$ cat src/hdl/rfs_dummy_none.sv
`timescale 1ns/1ps
`default_nettype none
`default_nettype wire

$ cat src/hdl/rfs_pkg.sv
package rfs_pkg;
	// ****************************************
	// register map
	// ****************************************
	localparam logic [7:0] RFS_OVS_OFS = 8'h54;
	localparam logic [7:0] RFS_UNS_OFS = 8'h58;
	localparam logic [7:0] RFS_RXC_OFS = 8'h5C;
	localparam logic [7:0] RFS_STS_OFS = 8'h60;
	localparam logic [7:0] RFS_MSK_OFS = 8'h64;
	localparam logic [31:0] RFS_OVS_RST = 32'h0;
	localparam logic [31:0] RFS_UNS_RST = 32'h0;
	localparam logic [31:0] RFS_RXC_RST = 32'h0;
	localparam logic [31:0] RFS_OVS_MASK = 32'hFFFF001F;
	localparam logic [31:0] RFS_UNS_MASK = 32'hFFFF003F;
	localparam logic [31:0] RFS_RXC_MASK = 32'hFFE00000;
	// ****************************************
	// field positions
	// ****************************************
	localparam int RFS_PAT_MSB = 31;
	localparam int RFS_PAT_LSB = 16;
	localparam int RFS_LEN_MSB = 4;
	localparam int RFS_LEN_LSB = 1;
	localparam int RFS_ON_BIT = 0;
	localparam int RFS_FINAL_BIT = 5;
	localparam int RFS_ALT_BIT = 31;
	localparam int RFS_ABSENT_BIT = 30;
	localparam int RFS_EXT_BIT = 29;
	localparam int RFS_PFD_BIT = 28;
	localparam int RFS_MODE_MSB = 27;
	localparam int RFS_MODE_LSB = 25;
	localparam int RFS_COLL_BIT = 24;
	localparam int RFS_POLICY_BIT = 23;
	localparam int RFS_KEEP_BIT = 22;
	localparam int RFS_CRCWR_BIT = 21;
	localparam logic [2:0] RFS_BYTE3_IDX = 3'h2;
	localparam logic [2:0] RFS_BYTE4_IDX = 3'h3;
	// ****************************************
	// status bits
	// ****************************************
	localparam int RFS_STS_W = 5;
	localparam int RFS_STS_EMD = 0;
	localparam int RFS_STS_PAR = 1;
	localparam int RFS_STS_INTEG = 2;
	localparam int RFS_STS_STORED = 3;
	localparam int RFS_STS_DROPPED = 4;
	// ****************************************
	// types
	// ****************************************
	typedef enum logic [2:0] {
		RFS_MODE_OFF = 3'h0,
		RFS_MODE_ISO = 3'h1,
		RFS_MODE_NFC3 = 3'h2,
		RFS_MODE_NFC4 = 3'h3,
		RFS_MODE_NFC4_SHORT = 3'h4
	} rfs_mode_type;
	typedef struct packed {
		logic active;
		logic bit_val;
		logic [3:0] left;
		logic [3:0] idx;
	} rfs_shp_type;
	typedef struct packed {
		logic bit_valid;
		logic bit_val;
		logic collision;
		logic parity_err;
		logic parity_absent;
		logic byte_done;
		logic [2:0] byte_idx;
		logic crc_byte;
		logic crc_en;
		logic frame_end;
		logic frame_short;
		logic frame_lt4;
	} rfs_rx_in_type;
	typedef struct packed {
		logic bit_valid;
		logic bit_val;
		logic store;
		logic drop;
		logic emd_err;
		logic parity_err;
		logic integrity_err;
	} rfs_rx_out_type;
endpackage

$ cat src/hdl/rfs_shaper.sv
`timescale 1ns/1ps
`default_nettype none
// Function
// - overshoot on: send the 16-bit overshoot pattern after each envelope rise
// - overshoot length field gives value plus one bits, taken from pattern MSB
// - overshoot enable bit zero clear means no overshoot pattern
// - undershoot on: send the 16-bit undershoot pattern after each envelope rise
// - undershoot length field gives value plus one bits, from MSB downward
// - undershoot enable bit zero guards every rising edge
// - bit five, with bit zero clear, limits undershoot guard to final card-mode subcarrier cycle
// - suppression field picks off, iso, three-char, four-char, four-char ignoring short
// - bit 28 turns third/fourth byte parity errors into disturbance errors
// - bit 29 enables the extended disturbance options
// - bit 30 treats missing fourth-byte parity as disturbance in modes three, four
// - bit 31 defers the parity disturbance decision to byte end
// - bit 24 reports any collision as integrity error
// - bit 23 zero clears bits after collision, one keeps them
// - bit 22 keeps sub-byte frames when crc is on, else dropped
// - bit 21 writes crc bytes to ram, else strips them
module rfs_shaper (
	input wire logic clk_in,
	input wire logic rst_n_in,
	input wire logic psel_in,
	input wire logic penable_in,
	input wire logic pwrite_in,
	input wire logic [7:0] paddr_in,
	input wire logic [31:0] pwdata_in,
	output logic [31:0] prdata_out,
	output logic pready_out,
	output logic pslverr_out,
	input wire logic tx_env_in,
	input wire logic tx_last_sc_in,
	output rfs_pkg::rfs_shp_type boost_out,
	output rfs_pkg::rfs_shp_type dip_out,
	input wire rfs_pkg::rfs_rx_in_type rx_in,
	output rfs_pkg::rfs_rx_out_type rx_out,
	output logic irq_out
);
	import rfs_pkg::*;

	typedef struct packed {
		logic [31:0] ovs;
		logic [31:0] uns;
		logic [31:0] rxc;
		logic [RFS_STS_W-1:0] sts;
		logic [RFS_STS_W-1:0] msk;
		logic [31:0] rdata;
		logic env_d;
		logic coll_seen;
		logic par_pend;
		logic frame_bad;
		rfs_shp_type boost;
		rfs_shp_type dip;
		rfs_rx_out_type rx;
	} rfs_state_type;

	rfs_state_type s_r;
	rfs_state_type s_nxt;

	// ****************************************
	// pattern shaper step
	// ****************************************
	function automatic rfs_shp_type rfs_shape(input rfs_shp_type cur, input logic trig,
		input logic [15:0] pat, input logic [3:0] len);
		rfs_shp_type r;
		r = cur;
		if (trig) begin
			r.active = 1'b1;
			r.bit_val = pat[15];
			r.left = len;
			r.idx = 4'h1;
		end else if (cur.left != 4'h0) begin
			r.active = 1'b1;
			r.bit_val = pat[4'hF - cur.idx];
			r.left = cur.left - 4'h1;
			r.idx = cur.idx + 4'h1;
		end else begin
			r.active = 1'b0;
			r.bit_val = 1'b0;
			r.idx = 4'h0;
		end
		return r;
	endfunction

	logic setup;
	logic access;
	logic hit;
	logic rise;
	logic boost_on;
	logic dip_on;
	logic dip_final;
	logic boost_trig;
	logic dip_trig;
	rfs_mode_type mode;
	logic ext;
	logic alt;
	logic nfc4;
	logic emd_byte;
	logic par_hit;
	logic par_judge;
	logic absent_evt;
	logic emd_evt;
	logic par_evt;
	logic integ_evt;
	logic short_drop;
	logic lt4_drop;
	logic [RFS_STS_W-1:0] ev;
	logic [RFS_STS_W-1:0] clr;

	always_comb begin
		setup = psel_in & ~penable_in;
		access = psel_in & penable_in;
		hit = (paddr_in == RFS_OVS_OFS) | (paddr_in == RFS_UNS_OFS) | (paddr_in == RFS_RXC_OFS)
			| (paddr_in == RFS_STS_OFS) | (paddr_in == RFS_MSK_OFS);
		rise = tx_env_in & ~s_r.env_d;
		boost_on = s_r.ovs[RFS_ON_BIT];
		dip_on = s_r.uns[RFS_ON_BIT];
		dip_final = s_r.uns[RFS_FINAL_BIT];
		boost_trig = rise & boost_on;
		// final-cycle mode is only honoured with the general enable clear
		dip_trig = rise & (dip_on | (dip_final & ~dip_on & tx_last_sc_in));
		mode = rfs_mode_type'(s_r.rxc[RFS_MODE_MSB:RFS_MODE_LSB]);
		ext = s_r.rxc[RFS_EXT_BIT];
		alt = ext & s_r.rxc[RFS_ALT_BIT];
		nfc4 = (mode == RFS_MODE_NFC4) | (mode == RFS_MODE_NFC4_SHORT);
		emd_byte = ((mode == RFS_MODE_NFC3) & (rx_in.byte_idx == RFS_BYTE3_IDX))
			| (nfc4 & (rx_in.byte_idx == RFS_BYTE4_IDX));
		par_hit = s_r.rxc[RFS_PFD_BIT] & emd_byte;
		par_judge = alt ? (rx_in.byte_done & (s_r.par_pend | rx_in.parity_err)) : rx_in.parity_err;
		absent_evt = ext & s_r.rxc[RFS_ABSENT_BIT] & nfc4 & rx_in.parity_absent
			& (rx_in.byte_idx == RFS_BYTE4_IDX);
		emd_evt = (par_judge & par_hit) | absent_evt;
		par_evt = par_judge & ~par_hit;
		integ_evt = rx_in.collision & s_r.rxc[RFS_COLL_BIT];
		short_drop = rx_in.frame_short & rx_in.crc_en & ~s_r.rxc[RFS_KEEP_BIT];
		lt4_drop = (mode == RFS_MODE_NFC4_SHORT) & rx_in.frame_lt4 & ~s_r.frame_bad;
		clr = '0;
		s_nxt = s_r;
		// ****************************************
		// apb register file
		// ****************************************
		if (setup) begin
			unique case (paddr_in)
				RFS_OVS_OFS: s_nxt.rdata = s_r.ovs;
				RFS_UNS_OFS: s_nxt.rdata = s_r.uns;
				RFS_RXC_OFS: s_nxt.rdata = s_r.rxc;
				RFS_STS_OFS: s_nxt.rdata = 32'(s_r.sts);
				RFS_MSK_OFS: s_nxt.rdata = 32'(s_r.msk);
				default: s_nxt.rdata = 32'h0;
			endcase
		end
		if (access & pwrite_in) begin
			unique case (paddr_in)
				RFS_OVS_OFS: s_nxt.ovs = pwdata_in & RFS_OVS_MASK;
				RFS_UNS_OFS: s_nxt.uns = pwdata_in & RFS_UNS_MASK;
				RFS_RXC_OFS: s_nxt.rxc = pwdata_in & RFS_RXC_MASK;
				RFS_STS_OFS: clr = pwdata_in[RFS_STS_W-1:0];
				RFS_MSK_OFS: s_nxt.msk = pwdata_in[RFS_STS_W-1:0];
				default: clr = '0;
			endcase
		end
		// ****************************************
		// transmit shaping
		// ****************************************
		s_nxt.env_d = tx_env_in;
		s_nxt.boost = rfs_shape(s_r.boost, boost_trig, s_r.ovs[RFS_PAT_MSB:RFS_PAT_LSB],
			s_r.ovs[RFS_LEN_MSB:RFS_LEN_LSB]);
		s_nxt.dip = rfs_shape(s_r.dip, dip_trig, s_r.uns[RFS_PAT_MSB:RFS_PAT_LSB],
			s_r.uns[RFS_LEN_MSB:RFS_LEN_LSB]);
		// ****************************************
		// receive framing
		// ****************************************
		s_nxt.rx.bit_valid = rx_in.bit_valid & ~(rx_in.crc_byte & ~s_r.rxc[RFS_CRCWR_BIT]);
		s_nxt.rx.bit_val = rx_in.bit_val & (s_r.rxc[RFS_POLICY_BIT] | ~s_r.coll_seen);
		s_nxt.rx.emd_err = emd_evt & (mode != RFS_MODE_OFF);
		s_nxt.rx.parity_err = par_evt | (emd_evt & (mode == RFS_MODE_OFF));
		s_nxt.rx.integrity_err = integ_evt;
		s_nxt.rx.drop = rx_in.frame_end & (short_drop | lt4_drop);
		s_nxt.rx.store = rx_in.frame_end & ~(short_drop | lt4_drop);
		if (rx_in.frame_end) begin
			s_nxt.coll_seen = 1'b0;
			s_nxt.frame_bad = 1'b0;
			s_nxt.par_pend = 1'b0;
		end else begin
			s_nxt.coll_seen = s_r.coll_seen | rx_in.collision;
			s_nxt.frame_bad = s_r.frame_bad | rx_in.parity_err | rx_in.collision | rx_in.parity_absent;
			s_nxt.par_pend = alt & ~rx_in.byte_done & (s_r.par_pend | rx_in.parity_err);
		end
		// ****************************************
		// interrupt status, set wins over clear
		// ****************************************
		ev = '0;
		ev[RFS_STS_EMD] = s_nxt.rx.emd_err;
		ev[RFS_STS_PAR] = s_nxt.rx.parity_err;
		ev[RFS_STS_INTEG] = integ_evt;
		ev[RFS_STS_STORED] = s_nxt.rx.store;
		ev[RFS_STS_DROPPED] = s_nxt.rx.drop;
		s_nxt.sts = (s_r.sts & ~clr) | ev;
	end

	always_ff @(posedge clk_in or negedge rst_n_in) begin
		if (!rst_n_in) begin
			s_r <= '0;
			s_r.ovs <= RFS_OVS_RST;
			s_r.uns <= RFS_UNS_RST;
			s_r.rxc <= RFS_RXC_RST;
		end else begin
			s_r <= s_nxt;
		end
	end

	assign prdata_out = s_r.rdata;
	assign pready_out = 1'b1;
	assign pslverr_out = access & ~hit;
	assign boost_out = s_r.boost;
	assign dip_out = s_r.dip;
	assign rx_out = s_r.rx;
	assign irq_out = |(s_r.sts & s_r.msk);
endmodule
`default_nettype wire

$ cat config.mk
export PLATFORM = sky130hd
export DESIGN_NAME = rfs_shaper
export DESIGN_NICKNAME = d
export VERILOG_FILES = /design/src/hdl/rfs_dummy_none.sv /design/src/hdl/rfs_pkg.sv /design/src/hdl/rfs_shaper.sv
export SDC_FILE = /design/constraint.sdc
export NUM_CORES = 1
export LEC_CHECK = 0
export BUFFER_PORTS_ARGS = -buffer_cell sky130_fd_sc_hd__buf_2
export CAP_MARGIN = 20
export CELL_PAD_IN_SITES_DETAIL_PLACEMENT = 0
export CELL_PAD_IN_SITES_GLOBAL_PLACEMENT = 1
export CORE_MARGIN = 3
export CORE_UTILIZATION = 47
export DETAILED_ROUTE_END_ITERATION = 8
export PLACE_DENSITY_LB_ADDON = 0.1
export SKIP_CTS_REPAIR_TIMING = 1
export SYNTH_ARGS = -nofsm -noshare
export SYNTH_HDL_FRONTEND = slang
export SYNTH_SLANG_ARGS = --single-unit
$ cat constraint.sdc
create_clock -name clk_in -period 3.3 [get_ports clk_in]
set_input_delay 0.165 -clock clk_in [delete_from_list [all_inputs] [get_ports clk_in]]
set_output_delay 0.165 -clock clk_in [all_outputs]
set_load 0.01 [all_outputs]
======== Yosys cells after proc, flatten, opt, wreduce, memory -nomap -nowiden ========
Cells that the tools add are included.
storage, ports and cells
  register bits after elaboration ......... 127
  input bits .............................. 61
  output and inout port bits .............. 62
cells by class
  add/subtract/negate cells ............... 6
  $lt $le $gt $ge ......................... 2
  equal/unequal tests ..................... 10
  muxes and demuxes ....................... 17
  bitwise gates (word level) .............. 66
  reductions and logical operators ........ 11
operator list
  cell                                                                           number
  32-bit one-hot mux with 5 select lines                                         1
  8-bit by 7-bit equality test with 1-bit output (second input constant)         5
  1-bit AND                                                                      34
  10-bit two-way mux                                                             2
  4-bit two-way mux                                                              4
  1-bit bitwise OR                                                               16
  3-bit by 2-bit equality test with 1-bit output (second input constant)         4
  1-bit inverter                                                                 12
  5-bit AND                                                                      2
  4-bit by 5-bit less-than comparator with 1-bit output (second input constant)  2
  5-bit two-way mux                                                              2
  4-bit by 1-bit adder with 4-bit output (second input constant)                 2
  1-bit binary-select mux with 4-bit select                                      2
  2-bit AND reduction                                                            4
  4-bit nonzero test                                                             2
  4-bit by 1-bit subtractor with 4-bit output (second input constant)            2
  4-bit subtractor (first input constant)                                        2
  5-bit inverter                                                                 1
  5-bit bitwise OR                                                               1
  5-bit OR reduction                                                             1
  2-bit two-way mux                                                              2
  2-bit nonzero test                                                             2
  3-bit equality test (second input constant)                                    1
  3-bit zero test                                                                1
  3 further kinds                                                                5

======== Longest topological paths before layout ========
  word-level depth ........................ 10
  gate-level depth with buffers ........... 7
  mapped depth without buffers ............ 6

======== Worst setup path after synthesis ========
No wires, ideal clock.
  path kind ............................... register to register
  from .................................... register s_r (netlist bit dip_out[0])
  to ...................................... register s_r (netlist bit dip_out[8])
  library setup time ...................... 0.124 ns
  arrival time ............................ 1.552 ns
  required time ........................... 3.176 ns
  setup slack ............................. 1.624 ns
  cell stages (with the launch flop) ...... 6
  period minus slack after synthesis ...... 1.676 ns
  cells stage by stage .................... dfrtp_1 clkbuf_1 mux4_2 nor2b_1 nor4_1 a211o_1
RTL lines
  element                 line               text
  start, declared         rfs_shaper.sv:57   rfs_state_type s_r;
  start signal, assigned  rfs_shaper.sv:208  s_r <= s_nxt;

==> flow_summary.toml <==
[outcome]
status = "finished, final reports clean"

[global_routing]
grt_max_degree = 67
grt_pass1_vias = 4039
grt_pass1_wl_um = 22700
grt_usage_pct = 20.7
antenna_found_initial = 0
overflow = 0

[sta]
skew_ns = 0.00800
drv_slew = 0
tightestPinTransition_ns = 0.699
layout_min_cycle_time_ns = 1.82
maxSlewHeadroom_pct = 53.4
tns_ns = 0
hold_viol = 0
period_share_pct = 55.2
rsz0062_at_grt = "false"
fmax_mhz = 548
setup_viol = 0

[power_and_ir_drop]
power_frac_comb_pct = 16.9
p_leak_nw = 3.57
power_mw = 4.57
seqPwrFrac_pct = 38.9
power_density_nw_per_um2 = 651
power.share.clock_pct = 44.2
p_sw_mw = 1.23
p_int_mw = 3.34
swShare_pct = 26.9
vdd_drop_max_uv = 312

[placed_design]
placedInstanceArea_sq_um = 6280
dp_hpwl_um = 10100
placed_cells = 700
gp_routability_congestion = 0.780
portBuffers = 101

[drt]
first_pass_iters = 4
route.vias.total = 4064
wirelength_um = 14200
dr.first_iter.drc_count = 261
avgRoutedWirePerCell_um = 19.1
ant_nets = 0
viasPerCell = 5.48
drc = 0

[clock_tree]
cts_tree = "yes"
cts.sinks = 117
htreeDepth = 4
cts_buffer_depth = 2
clk-insertion-delay-late_ns = 0.41
path_clk_slew_ns = 0.05
numCtsBuffers = 17
clockRootBuffer = "clkbuf_16"

[floorplanning]
num_io_pins = 123
die_w_um = 120
chipHeight_um = 120
rows = 40
die_area_sq_um = 14300
initial_utilization_pct = 49.2
core_sq_um = 12300

[synth]
yosysSeqAreaShare_pct = 48.4
syn_area_per_cell_sq_um = 12.1
synth_cells = 502
syn_area_sq_um = 6050
async_flop_share_pct = 100
synth_seq_cells = 117
ys.flop_type = "dfrtp_1"
synth_edf_count = 0
yosys_warnings = 0
ys_types = 65

[finish]
final_cell_mix = "dfrtp_1 (117), buf_2 (100), mux2_1 (54), a22o_1 (36), nor2_1 (23)"
areaGrowthSynthToFinish_pct = 15.9
antenna_cells = 0
drive_gt1_share_pct = 29.7
final_area_sq_um = 7020
fin_nets = 625
fillers = 1045
layout.cells.non_filler = 741
final_common_cell = "dfrtp_1"

[critical_path]
ff2ff_path_depth = 6
start_kind = "flip-flop"
crit_chain = "inv_1 -> ha_1 -> or3b_1 -> o21ai_1 -> nor4_1 -> a211o_1"
worst-setup-path-type = "reg2reg"
crit_slowest_cell = "or3b_1"
crit_family = "simple AND/OR/NAND/NOR gates"
r2r_slack_ns = 1.48
cp_max_fo = 5
crit_buf_inv = 1
required_ns = 3.59
endpoint_kind = "flip-flop"
cp.depth = 6
worstPathArrival_ns = 2.11
slowest_delay_ns = 0.44

[job]
maxCapViolCount = 0

[worst_hold_path]
hold_path.class = "in2reg"
hold_path_depth = 2
path summary, 6_finish.rpt:
path                          startpoint              to
max reg2reg                   dip_out[4]      dip_out[8]
min reg2reg                prdata_out[5]   prdata_out[5]
min in group asynchronous       rst_n_in  prdata_out[24]
max                           dip_out[4]      dip_out[8]
max in group asynchronous       rst_n_in         s_r[72]
min                        pwdata_in[17]        s_r[122]
synthesized netlist by cell type, drive strengths merged, types with 2 or more instances:
| cell | count | share of area (%) |
|---|---|---|
| dfrtp | 117 | 48 |
| buf | 75 | 9.0 |
| mux2 | 74 | 15 |
| a22o | 36 | 5.2 |
| nor2 | 23 | 1.4 |
| nand3 | 16 | 1.3 |
| nand2 | 14 | 0.99 |
| clkbuf | 11 | 0.68 |
| a21oi | 10 | 0.89 |
| nor2b | 9 | 0.93 |
| inv | 8 | 0.50 |
| nand2b | 7 | 0.72 |
| a2111oi | 6 | 0.87 |
| a21o | 6 | 0.74 |
| nor4 | 6 | 0.87 |
| o21ai | 6 | 0.50 |
| a221o | 5 | 0.83 |
| mux4 | 5 | 1.9 |
| nand3b | 5 | 0.62 |
| and2 | 4 | 0.41 |
| ha | 4 | 0.83 |
| nor3 | 4 | 0.33 |
| xnor2 | 4 | 0.58 |
| nand4 | 3 | 0.31 |
| nor4b | 3 | 0.54 |
| or2 | 3 | 0.31 |
| or3 | 3 | 0.39 |
| a21boi | 2 | 0.25 |
| a31oi | 2 | 0.21 |
| and3 | 2 | 0.21 |
| and4b | 2 | 0.33 |
| conb | 2 | 0.12 |
| mux2i | 2 | 0.33 |
| nor3b | 2 | 0.43 |
| or3b | 2 | 0.29 |
| xor2 | 2 | 0.29 |
cell families after synthesis:
| kind of cell | count (synthesis) | synth area share, % |
|---|---|---|
| AOI/OAI and AO/OA | 87 | 11.5 |
| other | 2 | 0.124 |
| and+or+nand+nor | 111 | 10.9 |
| xor gates and xnor gates | 6 | 0.868 |
| muxes | 81 | 17.2 |
| DFF | 117 | 48.4 |
| adders and majority gates | 4 | 0.827 |
| buffers and inverters | 94 | 10.2 |
state kept, by name, summed over array words and instances (netlist names), 3 cells and up:
signal,cells
s_r,61
prdata_out,22
boost_out,10
dip_out,10
rx_out,7
mode,3
per-layer routing:
metal  vias to the layer above  track usage, %  part of all wire, %
met1                      2017            30.5                   47
met3                        12            6.69                  8.1
met2                       145            29.2                   43
met5                         -               0                    0
met4                         0            6.01                  1.1
li1                       1890               -                    -
final cells by class:
type                    count  area, sq um  area share (%)
inverters                   8         30.0           0.428
repair buffers            116          656            9.34
flip-flops and latches    117         2930            41.7
clock buffers              23          478            6.81
well taps                 168          210            3.00
clock inverters             9          173            2.46
multi-input cells         300         2540            36.2
power groups by stage:
stage / registers, mW / clock network (mW) / logic (mW)
final: 1.78 / 2.02 / 0.773
after global routing: 1.81 / 2.12 / 0.876
after CTS: 1.78 / 2.06 / 0.777
after detailed placement: 1.80 / 0 / 0.772
after global placement: 1.80 / 0 / 0.755
after floorplan: 1.68 / 0 / 0.742
metrics by stage:
stage / hold WS, ns / worst slack, ns / utilization (%)
after global placement: 0.252 / 1.26 / 51.0
after detailed placement: 0.261 / 1.26 / 51.0
final: 0.00220 / 1.48 / 57.0
after CTS: -0.186 / 1.46 / 56.3
after global routing: 0.00190 / 1.32 / 57.0
after floorplan: -0.131 / 1.62 / -
Note: power is estimated with default switching activity, not from simulation.
